--- config.mk ---
export PLATFORM = sky130hd
export DESIGN_NAME = xwcs_core
export DESIGN_NICKNAME = d
export VERILOG_FILES = /design/src/xwcs_pkg.sv /design/src/xwcs_core.sv /design/src/xwcs_fifo.sv
export SDC_FILE = /design/constraint.sdc
export NUM_CORES = 1
export LEC_CHECK = 0
export BUFFER_PORTS_ARGS = -buffer_cell sky130_fd_sc_hd__buf_2
export CORE_UTILIZATION = 55
export CTS_CLUSTER_DIAMETER = 120
export DETAILED_ROUTE_END_ITERATION = 12
export HOLD_SLACK_MARGIN = 0.06
export PLACE_DENSITY = 0.81
export SKIP_LAST_GASP = 1
export SYNTH_ARGS = -nofsm -noshare
export SYNTH_HDL_FRONTEND = slang
export SYNTH_HIERARCHICAL = 1
export SYNTH_SLANG_ARGS = --single-unit
--- constraint.sdc ---
create_clock -name core_clk -period 4.8 [get_ports core_clk]
set_clock_uncertainty 0.05 [all_clocks]
set_input_delay 0.48 -clock core_clk [delete_from_list [all_inputs] [get_ports core_clk]]
set_output_delay 0.48 -clock core_clk [all_outputs]
set_load 0.01 [all_outputs]
--- src/xwcs_pkg.sv ---
// Purpose: Shared constants for the extended write command and status timing block
// Assumes: core clock of 10 MHz
// Notes: Status and error bit positions follow the task-file layout
package xwcs_pkg;
  localparam int CLK_NS = 100;
  localparam int CMD_W = 8;
  localparam logic [7:0] CMD_WRITE_EXT = 8'h34;
  localparam logic [7:0] CMD_DATA_IN_GENERIC = 8'h24;
  localparam int WORD_W = 16;
  localparam int FIFO_DEPTH = 16;
  localparam int WORDS_PER_SECTOR = 256;
  localparam logic [7:0] WORDS_LAST = 8'hFF;
  // Timing limits in their own units
  localparam int BUSY_SET_NS = 400;
  localparam int BUSY_SET_CYC = (BUSY_SET_NS / CLK_NS) < 1 ? 1 : BUSY_SET_NS / CLK_NS;
  localparam int DATA_BUSY_US = 5;
  localparam int DATA_BUSY_CYC = DATA_BUSY_US * 1000 / CLK_NS;
  localparam int PIO_BUSY_US = 10;
  localparam int PIO_BUSY_CYC = PIO_BUSY_US * 1000 / CLK_NS;
  localparam int READY_SEC = 31;
  localparam int CMD_SEC = 30;
  // Status bit positions
  localparam int ST_BUSY = 7;
  localparam int ST_READY = 6;
  localparam int ST_SEEK = 4;
  localparam int ST_DRQ = 3;
  localparam int ST_ERR = 0;
  // Error bit positions
  localparam int ER_IDNF = 4;
  localparam int ER_ABRT = 2;
  localparam logic [7:0] ZERO8 = 8'h00;
  typedef enum logic [2:0] {
    XWCS_RESET = 3'b000,
    XWCS_IDLE = 3'b001,
    XWCS_SETUP = 3'b011,
    XWCS_XFER = 3'b010,
    XWCS_COMMIT = 3'b110,
    XWCS_DONE = 3'b111,
    XWCS_SRST = 3'b101
  } xwcs_state_t;
endpackage
--- src/xwcs_core.sv ---
// Purpose: Device-side handling of the extended multi-sector write and status timing
// Assumes: link layer delivers decoded frames as one-cycle pulses on core_clk
// Notes: Media engine sits outside; it drains the word FIFO and reports per sector
`timescale 1ns/10ps
module xwcs_core
  import xwcs_pkg::*;
(
  input wire logic core_clk,
  input wire logic srst,
  input wire logic link_reset,
  input wire logic reg_frame_rx,
  input wire logic soft_reset_bit,
  input wire logic [xwcs_pkg::CMD_W-1:0] cmd_code,
  input wire logic [15:0] sector_count,
  input wire logic [47:0] start_lba,
  input wire logic data_frame_rx,
  input wire logic pio_setup_done,
  input wire logic [15:0] wr_data,
  input wire logic wr_valid,
  output logic wr_ready,
  output logic [15:0] media_data,
  output logic media_valid,
  input wire logic media_ready,
  input wire logic media_sector_done,
  input wire logic media_uncorrectable,
  output logic [7:0] command_status_flags,
  output logic [7:0] command_error_flags,
  output logic [15:0] remaining_count,
  output logic [47:0] error_lba,
  output logic send_reg_frame,
  output logic send_pio_setup
);
  import xwcs_pkg::*;

  xwcs_state_t state_q, state_d;
  logic busy_q, ready_q, drq_q, err_q;
  logic idnf_q, abrt_q;
  logic [16:0] left_q;
  logic [47:0] lba_q;
  logic [7:0] words_q;
  logic [15:0] remaining_q;
  logic [47:0] err_lba_q;
  logic send_reg_q, send_pio_q;
  // Data-in command: no write words, waits for the PIO Setup to land
  logic data_in_q;

  // Word FIFO between host data path and media engine
  logic fifo_in_ready;
  logic [15:0] fifo_out_data;
  logic fifo_out_valid;
  wire xfer_open = (state_q == XWCS_XFER) && !err_q && !data_in_q;
  wire fifo_in_valid = wr_valid && xfer_open;

  xwcs_fifo #(
    .WIDTH(WORD_W),
    .DEPTH(FIFO_DEPTH)
  ) u_fifo (
    .core_clk(core_clk),
    .srst(srst),
    .in_data(wr_data),
    .in_valid(fifo_in_valid),
    .in_ready(fifo_in_ready),
    .out_data(fifo_out_data),
    .out_valid(fifo_out_valid),
    .out_ready(media_ready)
  );

  assign media_data = fifo_out_data;
  assign media_valid = fifo_out_valid;
  assign wr_ready = fifo_in_ready && xfer_open;

  function automatic logic [16:0] expand_count(input logic [15:0] c);
    expand_count = (c == 16'h0000) ? 17'h10000 : {1'b0, c};
  endfunction

  wire is_write_ext = (cmd_code == CMD_WRITE_EXT);
  wire is_data_in = (cmd_code == CMD_DATA_IN_GENERIC);
  wire new_cmd = reg_frame_rx && !soft_reset_bit && (state_q == XWCS_IDLE);
  wire last_sector = (left_q == 17'h00001);
  wire word_take = fifo_in_valid && fifo_in_ready;

  always_comb begin
    state_d = state_q;
    case (state_q)
      XWCS_RESET: state_d = XWCS_DONE;
      XWCS_IDLE: begin
        if (new_cmd) begin
          state_d = (is_write_ext || is_data_in) ? XWCS_SETUP : XWCS_DONE;
        end
      end
      XWCS_SETUP: state_d = XWCS_XFER;
      XWCS_XFER: begin
        if (err_q) begin
          state_d = XWCS_DONE;
        end else if (data_in_q && pio_setup_done) begin
          // Data-in ends once the PIO Setup reached the host
          state_d = XWCS_DONE;
        end else if (word_take && words_q == WORDS_LAST) begin
          state_d = XWCS_COMMIT;
        end
      end
      XWCS_COMMIT: begin
        if (media_uncorrectable) begin
          state_d = XWCS_DONE;
        end else if (media_sector_done) begin
          state_d = last_sector ? XWCS_DONE : XWCS_SETUP;
        end
      end
      XWCS_DONE: state_d = XWCS_IDLE;
      XWCS_SRST: begin
        if (reg_frame_rx && !soft_reset_bit) begin
          state_d = XWCS_RESET;
        end
      end
      default: state_d = XWCS_RESET;
    endcase
    if (reg_frame_rx && soft_reset_bit) begin
      state_d = XWCS_SRST;
    end
  end

  always_ff @(posedge core_clk) begin
    if (srst || link_reset) begin
      state_q <= XWCS_RESET;
      busy_q <= 1'b1;
      ready_q <= 1'b0;
      drq_q <= 1'b0;
      err_q <= 1'b0;
      idnf_q <= 1'b0;
      abrt_q <= 1'b0;
      left_q <= '0;
      lba_q <= '0;
      words_q <= '0;
      remaining_q <= '0;
      err_lba_q <= '0;
      data_in_q <= 1'b0;
      send_reg_q <= 1'b0;
      send_pio_q <= 1'b0;
    end else begin
      state_q <= state_d;
      send_reg_q <= 1'b0;
      send_pio_q <= 1'b0;
      if (reg_frame_rx && soft_reset_bit) begin
        busy_q <= 1'b1;
        ready_q <= 1'b0;
        drq_q <= 1'b0;
      end else begin
        case (state_q)
          XWCS_IDLE: begin
            if (new_cmd) begin
              busy_q <= 1'b1;
              err_q <= 1'b0;
              idnf_q <= 1'b0;
              drq_q <= 1'b0;
              left_q <= expand_count(sector_count);
              lba_q <= start_lba;
              abrt_q <= !is_write_ext && !is_data_in;
              // data-in goes through the PIO Setup path
              data_in_q <= is_data_in;
            end
          end
          XWCS_SETUP: begin
            busy_q <= 1'b0;
            ready_q <= 1'b1;
            drq_q <= 1'b1;
            words_q <= '0;
            send_pio_q <= 1'b1;
          end
          XWCS_XFER: begin
            if (word_take) begin
              words_q <= words_q + 8'h01;
            end
            if (data_frame_rx || (word_take && words_q == WORDS_LAST)) begin
              busy_q <= 1'b1;
              drq_q <= 1'b0;
            end
            if (data_in_q && pio_setup_done) begin
              busy_q <= 1'b1;
              drq_q <= 1'b0;
            end
          end
          XWCS_COMMIT: begin
            if (media_uncorrectable) begin
              err_q <= 1'b1;
              idnf_q <= 1'b1;
              err_lba_q <= lba_q;
            end else if (media_sector_done) begin
              left_q <= left_q - 17'h00001;
              lba_q <= lba_q + 48'h000000000001;
            end
          end
          XWCS_DONE: begin
            busy_q <= 1'b0;
            ready_q <= 1'b1;
            drq_q <= 1'b0;
            send_reg_q <= 1'b1;
            remaining_q <= left_q[15:0];
          end
          default: begin
            busy_q <= busy_q;
          end
        endcase
      end
    end
  end

  assign command_status_flags = {busy_q, ready_q, 1'b0, ready_q, drq_q, 1'b0, 1'b0,
    err_q || abrt_q};
  assign command_error_flags = {3'b000, idnf_q, 1'b0, abrt_q, 2'b00};
  assign remaining_count = remaining_q;
  assign error_lba = err_lba_q;
  assign send_reg_frame = send_reg_q;
  assign send_pio_setup = send_pio_q;

  busy_after_cmd_a:
  assert property (@(posedge core_clk) disable iff (srst || link_reset)
    new_cmd && !link_reset |=> busy_q)
    else $error("busy not set after command frame");

  busy_soft_reset_a:
  assert property (@(posedge core_clk) disable iff (srst || link_reset)
    reg_frame_rx && soft_reset_bit |=> busy_q && !ready_q)
    else $error("busy not set after soft reset");

  report_done_a:
  assert property (@(posedge core_clk) disable iff (srst || link_reset)
    state_q == XWCS_DONE && !reg_frame_rx |=> send_reg_frame && !busy_q && ready_q)
    else $error("completion report missing");

  stop_on_error_a:
  assert property (@(posedge core_clk) disable iff (srst || link_reset)
    err_q |-> !wr_ready && !send_pio_setup)
    else $error("data taken after error");

  error_address_a:
  assert property (@(posedge core_clk) disable iff (srst || link_reset)
    state_q == XWCS_COMMIT && media_uncorrectable && !reg_frame_rx
    |=> error_lba == $past(lba_q) && command_error_flags[ER_IDNF])
    else $error("failing address not captured");

  zero_count_a:
  assert property (@(posedge core_clk) disable iff (srst || link_reset)
    new_cmd && is_write_ext && sector_count == 16'h0000 |=> left_q == 17'h10000)
    else $error("zero count not expanded");

  pio_setup_a:
  assert property (@(posedge core_clk) disable iff (srst || link_reset)
    state_q == XWCS_SETUP && !reg_frame_rx |=> send_pio_setup && !busy_q ##1 !send_pio_setup)
    else $error("PIO Setup not sent once");

  data_in_drq_a:
  assert property (@(posedge core_clk) disable iff (srst || link_reset)
    new_cmd && is_data_in |=> busy_q ##1 send_pio_setup && drq_q && !busy_q)
    else $error("data-in setup missing");

  nodata_status_a:
  assert property (@(posedge core_clk) disable iff (srst || link_reset)
    new_cmd && !is_write_ext && !is_data_in |=> command_status_flags[ST_ERR] ##1 send_reg_frame)
    else $error("non-data completion missing");

  rebusy_data_in_a:
  assert property (@(posedge core_clk) disable iff (srst || link_reset)
    state_q == XWCS_XFER && data_in_q && pio_setup_done && !reg_frame_rx |=> busy_q && !drq_q)
    else $error("busy not set after PIO Setup");

  busy_after_data_a:
  assert property (@(posedge core_clk) disable iff (srst || link_reset)
    state_q == XWCS_XFER && data_frame_rx && !reg_frame_rx |=> busy_q && !drq_q)
    else $error("busy not set after Data frame");

  commit_advance_a:
  assert property (@(posedge core_clk) disable iff (srst || link_reset)
    state_q == XWCS_COMMIT && media_sector_done && !media_uncorrectable && !reg_frame_rx
    |=> lba_q == $past(lba_q) + 48'h000000000001 && left_q == $past(left_q) - 17'h00001)
    else $error("sector commit did not advance");

  soft_release_a:
  assert property (@(posedge core_clk) disable iff (srst || link_reset)
    state_q == XWCS_SRST && reg_frame_rx && !soft_reset_bit
    |-> ##3 send_reg_frame && !busy_q && ready_q)
    else $error("soft reset release not reported");
endmodule

--- src/xwcs_fifo.sv ---
// Purpose: Small flip-flop FIFO with valid/ready on both sides
// Assumes: single clock, synchronous active-high reset
// Notes: Depth must be a power of two
`timescale 1ns/10ps
module xwcs_fifo #(
  parameter int WIDTH = 16,
  parameter int DEPTH = 16
) (
  input wire logic core_clk,
  input wire logic srst,
  input wire logic [WIDTH-1:0] in_data,
  input wire logic in_valid,
  output logic in_ready,
  output logic [WIDTH-1:0] out_data,
  output logic out_valid,
  input wire logic out_ready
);
  localparam int AW = $clog2(DEPTH);
  logic [WIDTH-1:0] mem_q [DEPTH];
  logic [AW:0] wr_q;
  logic [AW:0] rd_q;
  wire full = (wr_q[AW] != rd_q[AW]) && (wr_q[AW-1:0] == rd_q[AW-1:0]);
  wire empty = (wr_q == rd_q);
  wire push = in_valid && !full;
  wire pop = out_ready && !empty;
  assign in_ready = !full;
  assign out_valid = !empty;
  assign out_data = mem_q[rd_q[AW-1:0]];
  always_ff @(posedge core_clk) begin
    if (srst) begin
      wr_q <= '0;
      rd_q <= '0;
    end else begin
      if (push) begin
        mem_q[wr_q[AW-1:0]] <= in_data;
        wr_q <= wr_q + 1'b1;
      end
      if (pop) begin
        rd_q <= rd_q + 1'b1;
      end
    end
  end
endmodule

==> impl_metrics.sql <==
INSERT INTO impl_metrics (metric_group, metric, value, unit) VALUES
('synthesis', 'yosysWarningCount', '6', ''),
('setup_path', 'worst_ep_required_time', '4270', 'ps'),
('clock_network', 'ctsResizeCount', '0', ''),
('floorplan', 'dieHeight', '185', 'um'),
('synthesis', 'syn_inst', '1473', ''),
('clock_network', 'htree_num_levels', '2', ''),
('setup_path', 'cp-start-kind', 'flip-flop', ''),
('synthesis', 'yosys.cell_types.count', '80', ''),
('routing', 'number_of_design_rule_violations_left_after_detail_routing', '0', ''),
('final_layout', 'stdcell_area', '21200', 'um2'),
('pwr', 'maximum_vdd_drop', '0.276', 'mV'),
('placed_design', 'io_buffer_count', '189', ''),
('final_layout', 'final_cell_count_no_fill', '2107', ''),
('clock_network', 'ctsLongestPathBuffers', '3', ''),
('grt', 'grt_pass1_vias', '12800', ''),
('setup_path', 'endpoint_kind', 'output pin', ''),
('final_layout', 'syn_to_final_growth', '15.2', '%'),
('sta', 'slew_viols_final', '0', ''),
('synthesis', 'most_used_standard_cell_by_instance_count_after_synthesis', 'edfxtp_1', ''),
('sta', 'grt_setup_unrepaired', 'no', ''),
('synthesis', 'synth_sequential_area_ratio', '0.595', ''),
('clock_network', 'cts.clk_slew.worst_paths', '70', 'ps'),
('floorplan', 'die_w', '185', 'um'),
('synthesis', 'flip_flop_and_latch_count_after_synthesis', '418', ''),
('clock_network', 'clk_latency', '550', 'ps'),
('floorplan', 'pin_count', '199', ''),
('flow_run', 'cap_viol_max_count', '0', ''),
('sta', 'max_freq', '272', 'MHz'),
('clock_network', 'post-cts-setup-buffers', '0', ''),
('sta', 'timing_worst_slew_pin_value', '1210', 'ps'),
('synthesis', 'synth-edff-count', '256', ''),
('synthesis', 'yosys-top-cells-area', 'edfxtp_1, dfxtp_1, mux4_1', ''),
('routing', 'drt-total-wl', '47600', 'um'),
('setup_path', 'critPathMaxFanout', '48', ''),
('grt', 'global_route.peak_usage_layer', 'met2', ''),
('routing', 'final_antenna_net_count', '0', ''),
('outcome', 'status', 'completed', ''),
('final_layout', 'finish.net_count', '1736', ''),
('synthesis', 'netlist.area_leader.share', '0.418', ''),
('sta', 'relSlewSlack', '0.189', ''),
('routing', 'avgViaCountPerCell', '6.26', ''),
('grt', 'grt.met1_usage', '0.342', ''),
('synthesis', 'mappedNetlistArea', '18400', 'um2'),
('grt', 'grt_max_degree', '76', ''),
('routing', 'detailedRoute.firstPassIterationCount', '5', ''),
('synthesis', 'yosys.area.top_type', 'edfxtp_1', ''),
('setup_path', 'timing_worst_setup_path_type', 'reg -> out', ''),
('routing', 'avgRoutedWirePerCell', '22.6', 'um'),
('clock_network', 'tritoncts.num_buffers', '42', ''),
('synthesis', 'avgSynthCellArea', '12.5', 'um2'),
('clock_network', 'holdBufCountCts', '0', ''),
('floorplan', 'starting_density', '0.562', ''),
('placed_design', 'dp_wirelength', '29300', 'um'),
('synthesis', 'yosys_most_used_dff', 'edfxtp_1', ''),
('grt', 'grt_first_pass_wirelength', '72600', 'um'),
('grt', 'globalRouteMet3Util', '0.0470', ''),
('floorplan', 'placement_rows', '66', ''),
('grt', 'grt_overflow', '0', ''),
('grt', 'globalRouteMet2Util', '0.496', ''),
('synthesis', 'netlist_top_cells_count', 'edfxtp_1, nand2_1, dfxtp_1', ''),
('placed_design', 'gp_congestion', '0.914', ''),
('placed_design', 'detailed_place.area', '19600', 'um2'),
('placed_design', 'dp.cells', '2026', ''),
('sta', 'finalCritPeriodShare', '0.765', ''),
('clock_network', 'cts_tree', 'built', ''),
('routing', 'route.vias.total', '13200', ''),
('setup_path', 'worst-endpoint-arrival', '3140', 'ps'),
('routing', 'first_iter_violations', '1128', ''),
('sta', 'final.min_clock_period', '3670', 'ps'),
('sta', 'report.final.hold_viol_count', '0', ''),
('min_path', 'type_of_the_tightest_min_delay_check', 'in -> reg', ''),
('clock_network', 'clockRootBuffer', 'clkbuf_16', ''),
('clock_network', 'clock_sink_count', '418', ''),
('sta', 'totalNegativeSetupSlack', '0', 'ps'),
('floorplan', 'placeableCoreArea', '32700', 'um2'),
('sta', 'final-setup-viol-count', '0', ''),
('grt', 'initial_antenna_violation_count', '5', ''),
('final_layout', 'final_layout_size_suffix_gt1_frac', '0.231', ''),
('synthesis', 'ys_async_sr_fraction', '0', ''),
('pwr', 'cellLeakagePower', '0.00737', 'uW'),
('pwr', 'power.density_cell_area', '376', 'nW/um2'),
('grt', 'gr_util_all_layers', '0.280', ''),
('floorplan', 'dieArea', '34100', 'um2');
final timing paths:
check	cells past startpoint	endpoint	from	slack [ps]
worst max register to register	5	lba_q[25]$_SDFFE_PP0P_	state_q[0]$_SDFFE_PP0P_	1910
worst min-delay path	3	lba_q[13]$_SDFFE_PP0P_	start_lba[13]	160
worst max-delay path	4	media_data[0]	flip-flop	1130
worst min register to register	2	error_lba[11]$_SDFFE_PP0P_	error_lba[11]$_SDFFE_PP0P_	400
layer usage:
layer / routed length [um] / vias to the layer above
met5: 22 / -
met4: 1510 / 4
met3: 3430 / 124
met2: 24400 / 583
met1: 18200 / 6495
li1: - / 5977
cells in the final DEF (no fill, tap or decap), types with 37 or more instances in the layout:
master | netlist | routed
mux4_1 | 39 | 39
o21ai_0 | 37 | 37
nand2_1 | 187 | 187
edfxtp_1 | 256 | 256
dfxtp_1 | 162 | 160
a21oi_1 | 114 | 114
buf_2 | 21 | 189
nand3_1 | 38 | 37
mux4_2 | 41 | 41
clkbuf_16 | 0 | 43
nor2_1 | 105 | 102
report_power, final:
group | internal, uW | total (uW) | switching [uW]
Sequential | 3820 | 3890 | 72.7
Clock | 2190 | 3570 | 1380
Combinational | 250 | 496 | 246
Total | 6260 | 7960 | 1700
worst max-delay path, cell delays in order (launching register included):
cell	delay, ps
dfxtp_4	910
buf_4	370
mux4_1	640
mux4_2	480
buf_2	150
sequential cells by signal, indices dropped and copies added (netlist names), 3 cells and up, named ones only:
name             flops
words_q              8
u_fifo/wr_q          5
remaining_count     16
error_lba           48
state_q              3
u_fifo/mem_q       256
lba_q               48
u_fifo/rd_q          5
left_q              17
cell type report:
class	instances	area, um2
fillers	2448	11500
flip-flops and latches	418	10900
clock inverters	26	370
multi-input cells	927	6910
well taps	442	553
inverters	21	78.8
diodes	4	10.0
repair buffers	218	1160
clock buffers	51	1150
cell families after synthesis:
kind of cell | Yosys count | share of synthesized area
AOI/OAI and AO/OA | 288 | 0.100
xor gates and xnor gates | 11 | 0.00524
adders and majority gates | 9 | 0.00613
buffers and inverters | 136 | 0.0366
DFF | 418 | 0.595
muxes | 105 | 0.120
other | 1 | 0.000204
and+or+nand+nor | 505 | 0.137
per-stage QoR:
| step | worst slack, ps | util | hold slack [ps] | power (uW) |
|---|---|---|---|---|
| after floorplan | 1200 | - | 395 | 4310 |
| after global placement | 1820 | 0.601 | 392 | 4430 |
| after detailed placement | 1730 | 0.601 | 396 | 4460 |
| after CTS | 1070 | 0.647 | 147 | 8010 |
| after global routing | 967 | 0.647 | 162 | 8180 |
| final | 1130 | 0.647 | 157 | 7960 |
Note: power is estimated with default switching activity, not from simulation.
